### config.mk
export PLATFORM = sky130hd
export DESIGN_NAME = isb_core
export DESIGN_NICKNAME = d
export VERILOG_FILES = /design/src/isb_sync.v /design/src/isb_brg.v /design/src/isb_core.v
export VERILOG_INCLUDE_DIRS = /design/src
export SDC_FILE = /design/constraint.sdc
export NUM_CORES = 1
export LEC_CHECK = 0
export ABC_CLOCK_PERIOD_IN_PS = 1550
export BUFFER_PORTS_ARGS = -buffer_cell sky130_fd_sc_hd__buf_4
export CORE_ASPECT_RATIO = 1.2
export CORE_MARGIN = 10
export CORE_UTILIZATION = 54
export DETAILED_ROUTE_END_ITERATION = 7
export GPL_ROUTABILITY_DRIVEN = 1
export PLACE_DENSITY = 0.72
export SYNTH_ARGS = -nofsm -noshare
export SYNTH_HDL_FRONTEND = slang
export SYNTH_SLANG_ARGS = --single-unit
export TNS_END_PERCENT = 50
### constraint.sdc
create_clock -name clk_in -period 1.55 [get_ports clk_in]
set_input_delay 0.31 -clock clk_in [delete_from_list [all_inputs] [get_ports clk_in]]
set_output_delay 0.31 -clock clk_in [all_outputs]
set_load 0.01 [all_outputs]
### src/isb_defs.vh
// register offsets, field positions, widths and reset values for the serial bus status block
`ifndef ISB_DEFS_VH
`define ISB_DEFS_VH

// ======================================================================
// register offsets (word index on the plain register port)
`define ISB_ADDR_W          4
`define ISB_OFF_CONTROL     4'h0
`define ISB_OFF_STATUS      4'h1
`define ISB_OFF_RX_HOLD     4'h2
`define ISB_OFF_TX_DATA     4'h3
`define ISB_OFF_SLAVE_ADDR  4'h4
`define ISB_OFF_RELOAD      4'h5
`define ISB_OFF_IRQ_STAT    4'h6
`define ISB_OFF_IRQ_MASK    4'h7

// ======================================================================
// status register fields
`define ISB_STAT_TXFULL     0
`define ISB_STAT_RXFULL     1
`define ISB_STAT_RDIR       2
`define ISB_STAT_START      3
`define ISB_STAT_TENBIT     4
`define ISB_STAT_RO_MASK    16'h003F
`define ISB_STAT_RW_MASK    16'hFFC0

// ======================================================================
// control register fields
`define ISB_CTL_ENABLE      15
`define ISB_CTL_TENBIT      10

// ======================================================================
// interrupt status fields
`define ISB_IRQ_RX          0
`define ISB_IRQ_TX          1
`define ISB_IRQ_START       2
`define ISB_IRQ_STOP        3
`define ISB_IRQ_W           4

// ======================================================================
// widths and reset values
`define ISB_DATA_W          16
`define ISB_RELOAD_W        9
`define ISB_ZERO16          16'h0000
`define ISB_ZERO8           8'h00
`define ISB_ZERO9           9'h000
`define ISB_ZERO4           4'h0
`define ISB_ZERO3           3'h0
`define ISB_ZERO2           2'h0
`define ISB_ONE3            3'h1
`define ISB_SEVEN3          3'h7
`define ISB_ADDR_RESET      10'h000
`define ISB_RELOAD_RESET    9'h000

`endif

### src/isb_sync.v
// two-flop synchroniser for the serial bus pins
`timescale 1ns/10ps
`default_nettype none

module isb_sync (
    input  wire clk_in,   // device clock
    input  wire rst_in,   // synchronous reset, high
    input  wire async_in, // pin level from outside
    output wire sync_out  // level safe to read
);
    // ======================================================================
    // two stages; first stage feeds only the second
    reg meta_ff;  // first stage
    reg sync_ff;  // second stage

    // sample pin, released high like an idle bus
    always @(posedge clk_in) begin
        if (rst_in) begin
            meta_ff <= 1'b1;
            sync_ff <= 1'b1;
        end else begin
            meta_ff <= async_in;
            sync_ff <= meta_ff;
        end
    end

    assign sync_out = sync_ff;
endmodule // isb_sync
`default_nettype wire

### src/isb_brg.v
// bit-rate generator that reloads from software value
`timescale 1ns/10ps
`default_nettype none
`include "isb_defs.vh"

module isb_brg (
    input  wire                     clk_in,    // device clock
    input  wire                     rst_in,    // synchronous reset, high
    input  wire                     run_in,    // count while high
    input  wire [`ISB_RELOAD_W-1:0] reload_in, // reload value
    output wire                     tick_out   // one-cycle rate tick
);
    // ======================================================================
    // down counter, tick when it reaches zero then reload
    reg [`ISB_RELOAD_W-1:0] cnt_ff;  // current count
    reg                     tick_ff; // registered tick

    always @(posedge clk_in) begin
        if (rst_in || !run_in) begin
            cnt_ff  <= reload_in;
            tick_ff <= 1'b0;
        end else if (cnt_ff == `ISB_ZERO9) begin
            cnt_ff  <= reload_in;
            tick_ff <= 1'b1;
        end else begin
            cnt_ff  <= cnt_ff - {{(`ISB_RELOAD_W-1){1'b0}}, 1'b1};
            tick_ff <= 1'b0;
        end
    end

    assign tick_out = tick_ff;
endmodule // isb_brg
`default_nettype wire

### src/isb_core.v
// serial bus status, receive double buffer, transmit register and interrupts
// ======================================================================
`timescale 1ns/10ps
`default_nettype none
`include "isb_defs.vh"

module isb_core (
    input  wire                    clk_in,          // device clock, 20 MHz
    input  wire                    rst_in,          // synchronous reset, high
    input  wire [`ISB_ADDR_W-1:0]  addr_in,         // register index
    input  wire [`ISB_DATA_W-1:0]  wdata_in,        // write data
    input  wire                    wr_in,           // write strobe
    input  wire                    rd_in,           // read strobe
    output reg  [`ISB_DATA_W-1:0]  rdata_out,       // read data, next cycle
    input  wire                    scl_in,          // clock line level
    input  wire                    sda_in,          // data line level
    output reg                     sda_oe_out,      // pull data line low
    output reg                     scl_oe_out,      // pull clock line low
    output reg                     rx_pulse_out,    // byte received pulse
    output reg                     irq_out          // level interrupt
);
    // ======================================================================
    // state codes for the byte engine
    localparam ST_IDLE = 2'b00; // waiting for start
    localparam ST_ADDR = 2'b01; // taking address byte
    localparam ST_RX   = 2'b10; // taking data bytes
    localparam ST_TX   = 2'b11; // sending data bytes

    // ======================================================================
    // pin synchronisers
    wire scl_s; // synchronised clock line
    wire sda_s; // synchronised data line

    isb_sync u_sync_scl (
        .clk_in   (clk_in),
        .rst_in   (rst_in),
        .async_in (scl_in),
        .sync_out (scl_s)
    );
    isb_sync u_sync_sda (
        .clk_in   (clk_in),
        .rst_in   (rst_in),
        .async_in (sda_in),
        .sync_out (sda_s)
    );

    // ======================================================================
    // registers
    reg [`ISB_DATA_W-1:0]   bus_control_reg_ff;   // control, read/write
    reg [`ISB_DATA_W-1:0]   stat_hi_ff;           // writable upper status bits
    reg                     start_seen_ff;        // start detected last
    reg                     rdir_ff;              // slave direction
    reg                     rx_full_flag_ff;      // holding register full
    reg                     tx_full_flag_ff;      // transmit register full
    reg [7:0]               rx_shifter_ff;        // hidden shift register
    reg [7:0]               rx_holding_reg_ff;    // received byte
    reg [7:0]               tx_data_reg_ff;       // byte to send
    reg [7:0]               tx_shift_ff;          // outgoing shifter
    reg [9:0]               own_slave_address_ff; // own address
    reg [`ISB_RELOAD_W-1:0] bit_rate_reload_ff;   // rate reload
    reg [`ISB_IRQ_W-1:0]    irq_stat_ff;          // sticky events
    reg [`ISB_IRQ_W-1:0]    irq_mask_ff;          // event enables
    reg [1:0]               state_ff;             // engine state
    reg [2:0]               bit_cnt_ff;           // bits taken in byte
    reg                     ack_phase_ff;         // ninth clock in progress
    reg                     ack_pend_ff;          // ack decided, waits for clock low
    reg                     ack_val_ff;           // pull data low in ninth clock
    reg                     scl_d_ff;             // previous clock level
    reg                     sda_d_ff;             // previous data level

    // ======================================================================
    // bus edge and condition detection on synchronised levels
    wire scl_rise  = scl_s & ~scl_d_ff;
    wire scl_fall  = ~scl_s & scl_d_ff;
    wire start_det = scl_s & scl_d_ff & sda_d_ff & ~sda_s;
    wire stop_det  = scl_s & scl_d_ff & ~sda_d_ff & sda_s;
    wire enabled   = bus_control_reg_ff[`ISB_CTL_ENABLE];
    wire ten_bit   = bus_control_reg_ff[`ISB_CTL_TENBIT];

    // decode helper, used for every register hit
    function hit;
        input [`ISB_ADDR_W-1:0] a;
        input [`ISB_ADDR_W-1:0] off;
        begin
            hit = (a == off);
        end
    endfunction

    wire wr_ctl  = wr_in & hit(addr_in, `ISB_OFF_CONTROL);
    wire wr_stat = wr_in & hit(addr_in, `ISB_OFF_STATUS);
    wire wr_tx   = wr_in & hit(addr_in, `ISB_OFF_TX_DATA);
    wire wr_addr = wr_in & hit(addr_in, `ISB_OFF_SLAVE_ADDR);
    wire wr_rel  = wr_in & hit(addr_in, `ISB_OFF_RELOAD);
    wire wr_ist  = wr_in & hit(addr_in, `ISB_OFF_IRQ_STAT);
    wire wr_imk  = wr_in & hit(addr_in, `ISB_OFF_IRQ_MASK);
    wire rd_rx   = rd_in & hit(addr_in, `ISB_OFF_RX_HOLD);

    // ======================================================================
    // bit-rate generator; tick paces clock stretching release
    wire brg_tick; // rate tick

    isb_brg u_brg (
        .clk_in    (clk_in),
        .rst_in    (rst_in),
        .run_in    (enabled),
        .reload_in (bit_rate_reload_ff),
        .tick_out  (brg_tick)
    );

    // ======================================================================
    // byte engine events
    wire byte_done  = scl_rise & ~ack_phase_ff & (bit_cnt_ff == `ISB_SEVEN3);
    wire in_rx      = (state_ff == ST_ADDR) || (state_ff == ST_RX);
    // seven address bits sit in the shifter; the eighth, on the line, is read/write
    wire [6:0] rx7  = rx_shifter_ff[6:0];
    wire addr_match = ten_bit ? (rx7[6:2] == 5'b11110 && rx7[1:0] == own_slave_address_ff[9:8])
                              : (rx7 == own_slave_address_ff[6:0]);
    wire rx_load    = byte_done & (state_ff == ST_RX);
    wire tx_done    = byte_done & (state_ff == ST_TX);

    // engine: shifts bits in on rising clock, out on falling clock, acks on ninth
    always @(posedge clk_in) begin
        if (rst_in || !enabled) begin
            state_ff      <= ST_IDLE;
            bit_cnt_ff    <= `ISB_ZERO3;
            ack_phase_ff  <= 1'b0;
            rx_shifter_ff <= `ISB_ZERO8;
            tx_shift_ff   <= `ISB_ZERO8;
            rdir_ff       <= 1'b0;
            sda_oe_out    <= 1'b0;
            scl_oe_out    <= 1'b0;
            ack_pend_ff   <= 1'b0;
            ack_val_ff    <= 1'b0;
        end else if (start_det) begin
            // repeated start restarts address phase
            state_ff     <= ST_ADDR;
            bit_cnt_ff   <= `ISB_ZERO3;
            ack_phase_ff <= 1'b0;
            ack_pend_ff  <= 1'b0;
            sda_oe_out   <= 1'b0;
        end else if (stop_det) begin
            state_ff   <= ST_IDLE;
            sda_oe_out <= 1'b0;
            scl_oe_out <= 1'b0;
        end else begin
            if (scl_rise && in_rx && !ack_phase_ff) begin
                rx_shifter_ff <= {rx_shifter_ff[6:0], sda_s};
            end
            if (scl_rise && !ack_phase_ff && state_ff != ST_IDLE) begin
                bit_cnt_ff <= bit_cnt_ff + `ISB_ONE3;
            end
            // data line moves only while clock is low, else it reads as start or stop
            if (scl_fall && ack_pend_ff) begin
                ack_pend_ff  <= 1'b0;
                ack_phase_ff <= 1'b1;
                sda_oe_out   <= ack_val_ff;
            end else if (scl_fall && ack_phase_ff) begin
                // ninth clock over: next byte, or hold clock while empty
                ack_phase_ff <= 1'b0;
                sda_oe_out   <= 1'b0;
                if (state_ff == ST_TX && tx_full_flag_ff) begin
                    tx_shift_ff <= tx_data_reg_ff;
                    sda_oe_out  <= ~tx_data_reg_ff[7];
                end else if (state_ff == ST_TX) begin
                    scl_oe_out <= 1'b1;
                end
            end else if (scl_fall && state_ff == ST_TX) begin
                // next outgoing bit, low drives the line
                tx_shift_ff <= {tx_shift_ff[6:0], 1'b0};
                sda_oe_out  <= ~tx_shift_ff[6];
            end
            // master nak on the ninth clock ends a read
            if (scl_rise && ack_phase_ff && state_ff == ST_TX && sda_s) begin
                state_ff <= ST_IDLE;
            end
            if (byte_done) begin
                // decide now, drive after the eighth falling edge
                ack_pend_ff <= 1'b1;
                ack_val_ff  <= 1'b0;
                case (state_ff)
                    ST_ADDR: begin
                        if (addr_match) begin
                            rdir_ff    <= sda_s;
                            state_ff   <= sda_s ? ST_TX : ST_RX;
                            ack_val_ff <= 1'b1;
                        end else begin
                            state_ff <= ST_IDLE;
                        end
                    end
                    ST_RX: begin
                        // ack only when holding register has room
                        ack_val_ff <= ~rx_full_flag_ff;
                    end
                    default: begin
                        // transmit: ninth clock belongs to the master
                        ack_val_ff <= 1'b0;
                    end
                endcase
            end
            // stretched clock: set up first bit, then let go on a rate tick
            if (scl_oe_out && tx_full_flag_ff) begin
                tx_shift_ff <= tx_data_reg_ff;
                sda_oe_out  <= ~tx_data_reg_ff[7];
                if (brg_tick && sda_oe_out == ~tx_data_reg_ff[7]) begin
                    scl_oe_out <= 1'b0;
                end
            end
        end
    end

    // ======================================================================
    // receive holding register and pulse
    always @(posedge clk_in) begin
        if (rst_in) begin
            rx_holding_reg_ff <= `ISB_ZERO8;
            rx_pulse_out      <= 1'b0;
        end else begin
            if (rx_load && !rx_full_flag_ff) begin
                rx_holding_reg_ff <= {rx_shifter_ff[6:0], sda_s};
            end
            rx_pulse_out <= rx_load & ~rx_full_flag_ff & ~rx_pulse_out;
        end
    end

    // ======================================================================
    // status flags; set wins over clear
    always @(posedge clk_in) begin
        if (rst_in) begin
            start_seen_ff   <= 1'b0;
            rx_full_flag_ff <= 1'b0;
            tx_full_flag_ff <= 1'b0;
            stat_hi_ff      <= `ISB_ZERO16;
        end else begin
            if (start_det) begin
                start_seen_ff <= 1'b1;
            end else if (stop_det) begin
                start_seen_ff <= 1'b0;
            end
            // set on load, clear on read
            if (rx_load && !rx_full_flag_ff) begin
                rx_full_flag_ff <= 1'b1;
            end else if (rd_rx) begin
                rx_full_flag_ff <= 1'b0;
            end
            // set on write, clear when sent
            if (wr_tx) begin
                tx_full_flag_ff <= 1'b1;
            end else if (tx_done) begin
                tx_full_flag_ff <= 1'b0;
            end
            if (wr_stat) begin
                stat_hi_ff <= wdata_in & `ISB_STAT_RW_MASK;
            end
        end
    end

    // ======================================================================
    // software-written registers
    always @(posedge clk_in) begin
        if (rst_in) begin
            bus_control_reg_ff   <= `ISB_ZERO16;
            tx_data_reg_ff       <= `ISB_ZERO8;
            own_slave_address_ff <= `ISB_ADDR_RESET;
            bit_rate_reload_ff   <= `ISB_RELOAD_RESET;
            irq_mask_ff          <= `ISB_ZERO4;
        end else begin
            if (wr_ctl) begin
                bus_control_reg_ff <= wdata_in;
            end
            if (wr_tx) begin
                tx_data_reg_ff <= wdata_in[7:0];
            end
            if (wr_addr) begin
                own_slave_address_ff <= wdata_in[9:0];
            end
            if (wr_rel) begin
                bit_rate_reload_ff <= wdata_in[`ISB_RELOAD_W-1:0];
            end
            if (wr_imk) begin
                irq_mask_ff <= wdata_in[`ISB_IRQ_W-1:0];
            end
        end
    end

    // ======================================================================
    // sticky interrupt events, write one clears, set wins
    wire [`ISB_IRQ_W-1:0] ev_set = {stop_det, start_det, tx_done, rx_load & ~rx_full_flag_ff};
    wire [`ISB_IRQ_W-1:0] ev_clr = wr_ist ? wdata_in[`ISB_IRQ_W-1:0] : `ISB_ZERO4;

    always @(posedge clk_in) begin
        if (rst_in) begin
            irq_stat_ff <= `ISB_ZERO4;
            irq_out     <= 1'b0;
            scl_d_ff    <= 1'b1;
            sda_d_ff    <= 1'b1;
        end else begin
            irq_stat_ff <= ev_set | (irq_stat_ff & ~ev_clr);
            irq_out     <= |(irq_stat_ff & irq_mask_ff);
            scl_d_ff    <= scl_s;
            sda_d_ff    <= sda_s;
        end
    end

    // ======================================================================
    // status word assembly
    wire [`ISB_DATA_W-1:0] stat_word = (stat_hi_ff & `ISB_STAT_RW_MASK)
                                     | {11'h000, ten_bit, start_seen_ff, rdir_ff,
                                        rx_full_flag_ff, tx_full_flag_ff};

    // read data registered one cycle after strobe; unmapped reads zero
    always @(posedge clk_in) begin
        if (rst_in || !rd_in) begin
            rdata_out <= `ISB_ZERO16;
        end else if (hit(addr_in, `ISB_OFF_CONTROL)) begin
            rdata_out <= bus_control_reg_ff;
        end else if (hit(addr_in, `ISB_OFF_STATUS)) begin
            rdata_out <= stat_word;
        end else if (hit(addr_in, `ISB_OFF_RX_HOLD)) begin
            rdata_out <= {8'h00, rx_holding_reg_ff};
        end else if (hit(addr_in, `ISB_OFF_TX_DATA)) begin
            rdata_out <= {8'h00, tx_data_reg_ff};
        end else if (hit(addr_in, `ISB_OFF_SLAVE_ADDR)) begin
            rdata_out <= {6'h00, own_slave_address_ff};
        end else if (hit(addr_in, `ISB_OFF_RELOAD)) begin
            rdata_out <= {7'h00, bit_rate_reload_ff};
        end else if (hit(addr_in, `ISB_OFF_IRQ_STAT)) begin
            rdata_out <= {12'h000, irq_stat_ff};
        end else if (hit(addr_in, `ISB_OFF_IRQ_MASK)) begin
            rdata_out <= {12'h000, irq_mask_ff};
        end else begin
            rdata_out <= `ISB_ZERO16;
        end
    end
endmodule // isb_core
`default_nettype wire

==> impl_metrics.json, run 1 <==
{
  "status": "complete, but fails checks",
  "violations": "negative setup slack",
  "wl_per_cell_microns": 17.2,
  "coreArea_sq_um": 10400,
  "nets": 779,
  "crit_path_cell_trace": "ha_2, nor2b_4, o21ai_4, a221oi_4, buf_12, nor2_1, a211oi_1",
  "cp-end-kind": "flip-flop",
  "p_seq_share_pct": 42.6,
  "post-dp-hpwl_mm": 11.3,
  "grt_pass1_vias": 5037,
  "post-route-drc-count": 0,
  "grt-ovfl-total": 0,
  "pwr_density_cell_nw_per_um2": 1100,
  "place_ws_ns": -0.0900,
  "max_freq_mhz": 635,
  "sw_frac_of_total_pct": 21.7,
  "p_int_mw": 6.32,
  "cp_data_arrival_time_ns": 1.91,
  "synth_cells": 655,
  "fillers": 813,
  "cts_tree": "done",
  "viasPerCell": 5.62,
  "worst_skew_pair.late_latency_ns": 0.42,
  "layout_commonest_cell": "dfxtp_1",
  "peakVddDrop_v": 0.000595,
  "top_layer": "met4",
  "drt_first_iter_violations": 295,
  "crit_type": "flip-flop to flip-flop",
  "first_pass_iters": 5,
  "final_cell_mix": "127 x dfxtp_1, 109 x buf_4, 85 x nor2_1",
  "finalSetupViolations": 6,
  "path_buf_inv": 1,
  "finalHoldViolCount": 0,
  "grt_max_degree": 59,
  "critPathSlowestCell": "dfxtp_2",
  "post-route-period-util_pct": 102,
  "crit_path_max_fanout": 12,
  "clockBufferDepth": 2,
  "initial_utilization_pct": 54.8,
  "route.met2.wl_mm": 7.59,
  "syn_avg_cell_area_sq_um": 8.72,
  "period_needed_ns": 1.58,
  "cp_top_family": "compound AO/OA/AOI/OAI gates",
  "drive_above_1_share_pct": 25.2,
  "rsz0062_at_grt": "yes",
  "yosys.cell_types.count": 53,
  "clockRootBuffer": "clkbuf_16",
  "leakage_nw": 2.83,
  "drv_slew": 0,
  "fp.dieArea_sq_um": 15100,
  "postRouteAntennaNets": 0,
  "synth-seq-cells": 131,
  "syn_to_final_growth_pct": 28.1,
  "worst_slew_pin_slew_ns": 0.568,
  "vias": 4989,
  "multiInputGateArea_sq_um": 2950,
  "numPortBuffers": 45,
  "cts_buffers": 17,
  "m1WireLength_mm": 6.41,
  "fin_skew_ns": 0.00636,
  "row_count": 41,
  "p_total_mw": 8.06,
  "final-seq-area_sq_um": 2630,
  "yosys_warnings": 0,
  "setup_ws_ns": -0.0257,
  "combPwrFrac_pct": 5.3,
  "synth_nets": 688,
  "h-tree-depth": 4,
  "wl_mm": 15.3,
  "netlist_area_sq_um": 5710,
  "die_w_microns": 114,
  "max_slew_margin_pct": 62.1,
  "worstHoldPathType": "input port to flip-flop",
  "die_h_microns": 133,
  "ys_seq_area_share_pct": 45.9,
  "place.gp.congestion": 0.968,
  "cts.clk_slew.worst_paths_ns": 0.06,
  "power_frac_clock_pct": 52.1,
  "grt_pass1_wl_mm": 24.9,
  "setup.worst_path.start_class": "flip-flop",
  "io-pin-count": 46,
  "switchingPower_mw": 1.75,
  "antennaDiodeCount": 0,
  "maxCapViolations": 0,
  "wl_met3_microns": 802,
  "track_usage_pct": 20.3,
  "antenna_found_initial": 0,
  "crit_required_ns": 1.89,
  "cts.sinks": 131,
  "cts_hold_buf": 0,
  "cp_slowest_stage_delay_ns": 0.33
}
-- kinds of logic (layout without fill, tap and decap cells) --
group / count (synthesis) / in the layout / synth area share, %
buffers and inverters: 56 / 160 / 4.27
muxes: 67 / 67 / 11.8
DFF: 131 / 131 / 45.9
adders and majority gates: 7 / 7 / 1.53
xor gates and xnor gates: 17 / 17 / 2.61
and+or+nand+nor: 244 / 244 / 19.4
AOI/OAI and AO/OA: 133 / 133 / 14.4
-- cell usage after synthesis, drive strengths merged --
cell / number / share of area (%)
nor3b: 2 / 0.26
nand4b: 4 / 0.61
or4: 2 / 0.26
o22a: 4 / 0.61
a31oi: 6 / 0.66
dfxtp: 131 / 46
and3: 5 / 0.55
nand2b: 5 / 0.55
o21a: 2 / 0.39
a21boi: 5 / 0.72
nor2: 91 / 6.3
nor3: 10 / 0.88
and4b: 1 / 0.18
nand3: 19 / 1.7
and4bb: 1 / 0.22
o22ai: 4 / 0.44
nand4: 3 / 0.33
and2: 2 / 0.22
o31ai: 1 / 0.13
inv: 15 / 0.99
clkbuf: 24 / 1.6
mux2: 4 / 0.79
a221oi: 7 / 1.4
a21oi: 66 / 5.8
o21ai: 26 / 2.3
or3: 1 / 0.11
or2: 7 / 0.77
nor2b: 8 / 0.92
xor2: 8 / 1.2
mux2i: 63 / 11
a21bo: 1 / 0.18
xnor2: 9 / 1.4
a22oi: 3 / 0.39
ha: 7 / 1.5
nor4: 3 / 0.33
buf: 17 / 1.7
nand2: 80 / 5.3
a211oi: 6 / 1.1
a2111oi: 1 / 0.15
o32a: 1 / 0.18
-- sequential cells by signal, indices dropped and copies added (netlist names), 2 cells and up --
register              count
own_slave_address_ff     10
rx_holding_reg_ff         8
tx_data_reg_ff            8
irq_mask_ff               4
stat_hi_ff               10
state_ff                  2
rdata_out                16
bit_rate_reload_ff        9
rx_shifter_ff             7
tx_shift_ff               7
irq_stat_ff               4
bit_cnt_ff                3
u_brg.cnt_ff              9
bus_control_reg_ff       16
-- worst reg2reg max path: stages, from the launching register on --
cell      delay (ns)
dfxtp_2         0.33
ha_2            0.18
nor2b_4         0.18
o21ai_4         0.08
a221oi_4        0.31
buf_12          0.17
nor2_1          0.04
a211oi_1        0.20
-- metrics by stage --
step | area (sq um) | TNS (ns) | hold slack [ns] | utilization (%) | std cells
4_1_cts | 7240 | -0.173 | 0.0686 | 69.5 | 886
3_3_place_gp | 6590 | -0.150 | 0.395 | 63.2 | 854
6_report | 7320 | -0.0965 | 0.0747 | 70.3 | 888
2_1_floorplan | 5730 | 0 | 0.389 | - | 655
5_1_grt | 7320 | -0.844 | 0.0761 | 70.3 | 888
3_5_place_dp | 6590 | -0.450 | 0.399 | 63.2 | 854
-- what timing repair did --
action                                 4_1_cts  5_1_grt
endpoints found under the hold margin        0        0
pin swaps                                    1        5
resized for setup                            7       13
setup buffers                                0        3
setup endpoints to repair                    9       36
-- worst paths after layout --
path	start	to	slack, ns	cells after the start
max	state_ff[1]$_SDFF_PP0_	tx_shift_ff[2]$_SDFFE_PP0P_	-0.03	7
min	scl_in	u_sync_scl.meta_ff$_SDFF_PP1_	0.07	2
max reg2reg	state_ff[1]$_SDFF_PP0_	tx_shift_ff[2]$_SDFFE_PP0P_	-0.03	7
min reg2reg	u_sync_sda.meta_ff$_SDFF_PP1_	u_sync_sda.sync_out$_SDFF_PP1_	0.41	1
-- power groups by stage --
stage | combinational, mW | sequential (mW) | clock (mW)
2_1_floorplan | 0.232 | 3.50 | 0
3_3_place_gp | 0.405 | 3.50 | 0
3_5_place_dp | 0.413 | 3.50 | 0
4_1_cts | 0.421 | 3.43 | 4.25
5_1_grt | 0.466 | 3.43 | 4.38
6_report | 0.429 | 3.43 | 4.20
-- final cells by class --
cell class	instances	area share [%]
Clock buffer	19	6.05
Timing Repair Buffer	113	12.3
Clock inverter	13	2.51
Tap cell	129	2.21
Sequential cell	131	35.9
Inverter	15	0.769
Multi-Input combinational cell	468	40.3
-- metal layers --
metal / vias to the layer above / global-route usage [%]
li1: 2438 / -
met1: 2363 / 23.1
met2: 156 / 34.2
met3: 32 / 5.16
met4: 0 / 10.4
met5: - / 0
Note: power is estimated with default switching activity, not from simulation.
==> run 2: changes to the inputs <==
Settings changed: CORE_UTILIZATION 54 to 35, PLACE_DENSITY 0.72 to 0.49, SYNTH_HIERARCHICAL set to 1.
==> run 2 against run 1 <==
Effect of this change: the run still ends with negative setup slack left; global-route usage decreased by 4.8 points; synthesized cell count is 2.3% higher; clock skew rose by 0.0063 ns; combinational power is 21% higher; sequential power barely moved; flip-flop and latch count is the same; final cell count grew 13%; clock power fell by 7.1%; critical path depth down 1; first-iteration DRC count increased by 0.34%; register-to-register slack about the same; largest power group unchanged; design area grew 6.8%; critical endpoint is now ack_val_ff$_SDFFE_PP0P_.
==> impl_metrics.json, run 2 <==
{
  "max_slew_margin_pct": 62.6,
  "rsz0062_at_grt": "yes",
  "grt_pass1_vias": 5281,
  "use_met3_pct": 2.83,
  "finalSetupViolations": 2,
  "drv_slew": 0,
  "synth-main-ff-cell": "dfxtp_1",
  "layout_commonest_cell": "dfxtp_1",
  "timing.setup.tns_ns": -0.0267,
  "die_h_microns": 164,
  "synth_nets": 703,
  "numPortBuffers": 45,
  "cts_hold_buf": 0,
  "synth-seq-cells": 131,
  "violations": "negative setup slack",
  "fin_skew_ns": 0.0127,
  "switchingPower_mw": 1.98,
  "viasPerCell": 5.17,
  "io-pin-count": 46,
  "async_reset_ff_share_pct": 0,
  "grt.met2_usage_pct": 27.1,
  "final_core_utilization_pct": 46.2,
  "setup_ws_ns": -0.0179,
  "drive_above_1_share_pct": 28.0,
  "p_seq_share_pct": 43.7,
  "syn_avg_cell_area_sq_um": 9.00,
  "top_regs": "bus_control_reg_ff x16, rdata_out x16",
  "synth_common_cells": "131 x dfxtp_1, 83 x nand2_1, 71 x nor2_1, 68 x mux2i_1, 50 x a21oi_1",
  "cts.sinks": 131,
  "hold_ws_ns": 0.0710,
  "die_w_microns": 140,
  "antenna_found_initial": 0,
  "post-dp-hpwl_mm": 13.2,
  "cts_tree": "done",
  "met1_usage_pct": 18.4,
  "pwr_density_cell_nw_per_um2": 1000,
  "synth_top_area_share_pct": 43.5,
  "status": "complete, but fails checks",
  "coreArea_sq_um": 16900,
  "grt_pass1_wl_mm": 28.5,
  "synth_cells": 670,
  "maxCapViolations": 0,
  "syn_to_final_growth_pct": 29.6,
  "p_int_mw": 5.88,
  "p_total_mw": 7.85,
  "peakVddDrop_v": 0.000818,
  "place_ws_ns": -0.241,
  "postRouteAntennaNets": 0,
  "leakage_nw": 3.16,
  "first_pass_iters": 5,
  "cp_data_arrival_time_ns": 1.91,
  "post-route-period-util_pct": 101,
  "grt-ovfl-total": 0,
  "cts.clk_slew.worst_paths_ns": 0.07,
  "initial_utilization_pct": 35.6,
  "ys_top_cells_by_area": "dfxtp_1 44%, mux2i_1 11%, nand2_1 5.2%",
  "synth-edff-count": 0,
  "place_area_sq_um": 7070,
  "post-synth-top-count-cell": "dfxtp_1",
  "clockBufferDepth": 2,
  "place.gp.congestion": 0.893,
  "grt_max_degree": 28,
  "max_freq_mhz": 638,
  "sw_frac_of_total_pct": 25.2,
  "crit_required_ns": 1.89,
  "ys_seq_area_share_pct": 43.5,
  "combPwrFrac_pct": 6.6,
  "cts_buffers": 17,
  "crit_type": "flip-flop to flip-flop",
  "place_inst": 967,
  "nets": 808,
  "setup.worst_path.start_class": "flip-flop",
  "clockRootBuffer": "clkbuf_16",
  "netlist_area_sq_um": 6030,
  "worstHoldPathType": "input port to flip-flop",
  "yosysTopAreaCell": "dfxtp_1",
  "yosys_warnings": 6,
  "drt_first_iter_violations": 296,
  "track_usage_pct": 15.5,
  "yosys.cell_types.count": 71,
  "crit_path_max_fanout": 7,
  "row_count": 52,
  "worst_skew_pair.late_latency_ns": 0.42,
  "antennaDiodeCount": 0,
  "wl_per_cell_microns": 17.6,
  "period_needed_ns": 1.57,
  "final_cell_area_sq_um": 7820,
  "fin_cells": 1004,
  "post-route-drc-count": 0,
  "cp-end-kind": "flip-flop",
  "finalHoldViolCount": 0,
  "vias": 5188,
  "h-tree-depth": 4,
  "power_frac_clock_pct": 49.7,
  "grt_most_used_layer": "met2",
  "fp.dieArea_sq_um": 22900,
  "final_cell_mix": "127 x dfxtp_1, 119 x buf_4, 80 x nand2_1",
  "wl_mm": 17.7,
  "worst_slew_pin_slew_ns": 0.561
}
run 2: final cells by class:
class                      count  area [sq um]
multi-input combinational    479          3230
sequential                   131          2630
fill                        1673          9100
inverter                      19          73.8
clock inverter                15           148
clock buffer                  17           425
timing repair buffer         127          1040
tap                          216           270
run 2: worst paths after layout:
| check | slack, ns | end | depth (start not counted) | start |
|---|---|---|---|---|
| hold / removal | 0.07 | u_sync_sda/meta_ff$_SDFF_PP1_ | 2 | sda_in |
| setup reg to reg | -0.02 | ack_val_ff$_SDFFE_PP0P_ | 6 | bit_cnt_ff[0]$_SDFFE_PP0P_ |
| hold reg to reg | 0.42 | u_sync_sda/sync_out$_SDFF_PP1_ | 1 | u_sync_sda/meta_ff$_SDFF_PP1_ |
| setup / recovery | -0.02 | ack_val_ff$_SDFFE_PP0P_ | 6 | bit_cnt_ff[0]$_SDFFE_PP0P_ |
run 2: timing repair:
action | 4_1_cts | 5_1_grt
endpoints found under the hold margin | 0 | 0
gates resized for setup | 21 | 15
setup buffers | 2 | 3
setup endpoints to repair | 28 | 34
pin swaps | 8 | 6
run 2: cells by family (layout without fill, tap and decap cells):
kind of cell | after synthesis | count (layout) | share of synthesized area [%]
buf+inv | 60 | 178 | 4.90
flops | 131 | 131 | 43.5
compound gates | 138 | 138 | 15.3
simple gates | 243 | 243 | 19.9
mux | 74 | 74 | 12.5
fa+ha+maj | 7 | 7 | 1.45
xor+xnor | 17 | 17 | 2.47
run 2: routing by layer:
metal	wire length, microns	up-vias
li1	-	2548
met1	7810	2507
met2	8910	110
met3	658	23
met4	312	0
met5	0	-
run 2: power groups by stage:
stage / clock network, mW / registers, mW / logic [mW]
after floorplan: 0 / 3.50 / 0.264
after global placement: 0 / 3.51 / 0.502
after detailed placement: 0 / 3.51 / 0.506
after CTS: 3.97 / 3.43 / 0.510
after global routing: 4.09 / 3.43 / 0.560
final: 3.90 / 3.43 / 0.517
run 2: worst max-delay path, stage by stage (launching register included):
cell      delay, ns
dfxtp_4        0.36
ha_4           0.13
ha_4           0.11
and4bb_4       0.31
o21ai_1        0.09
o32a_1         0.34
a211oi_2       0.14
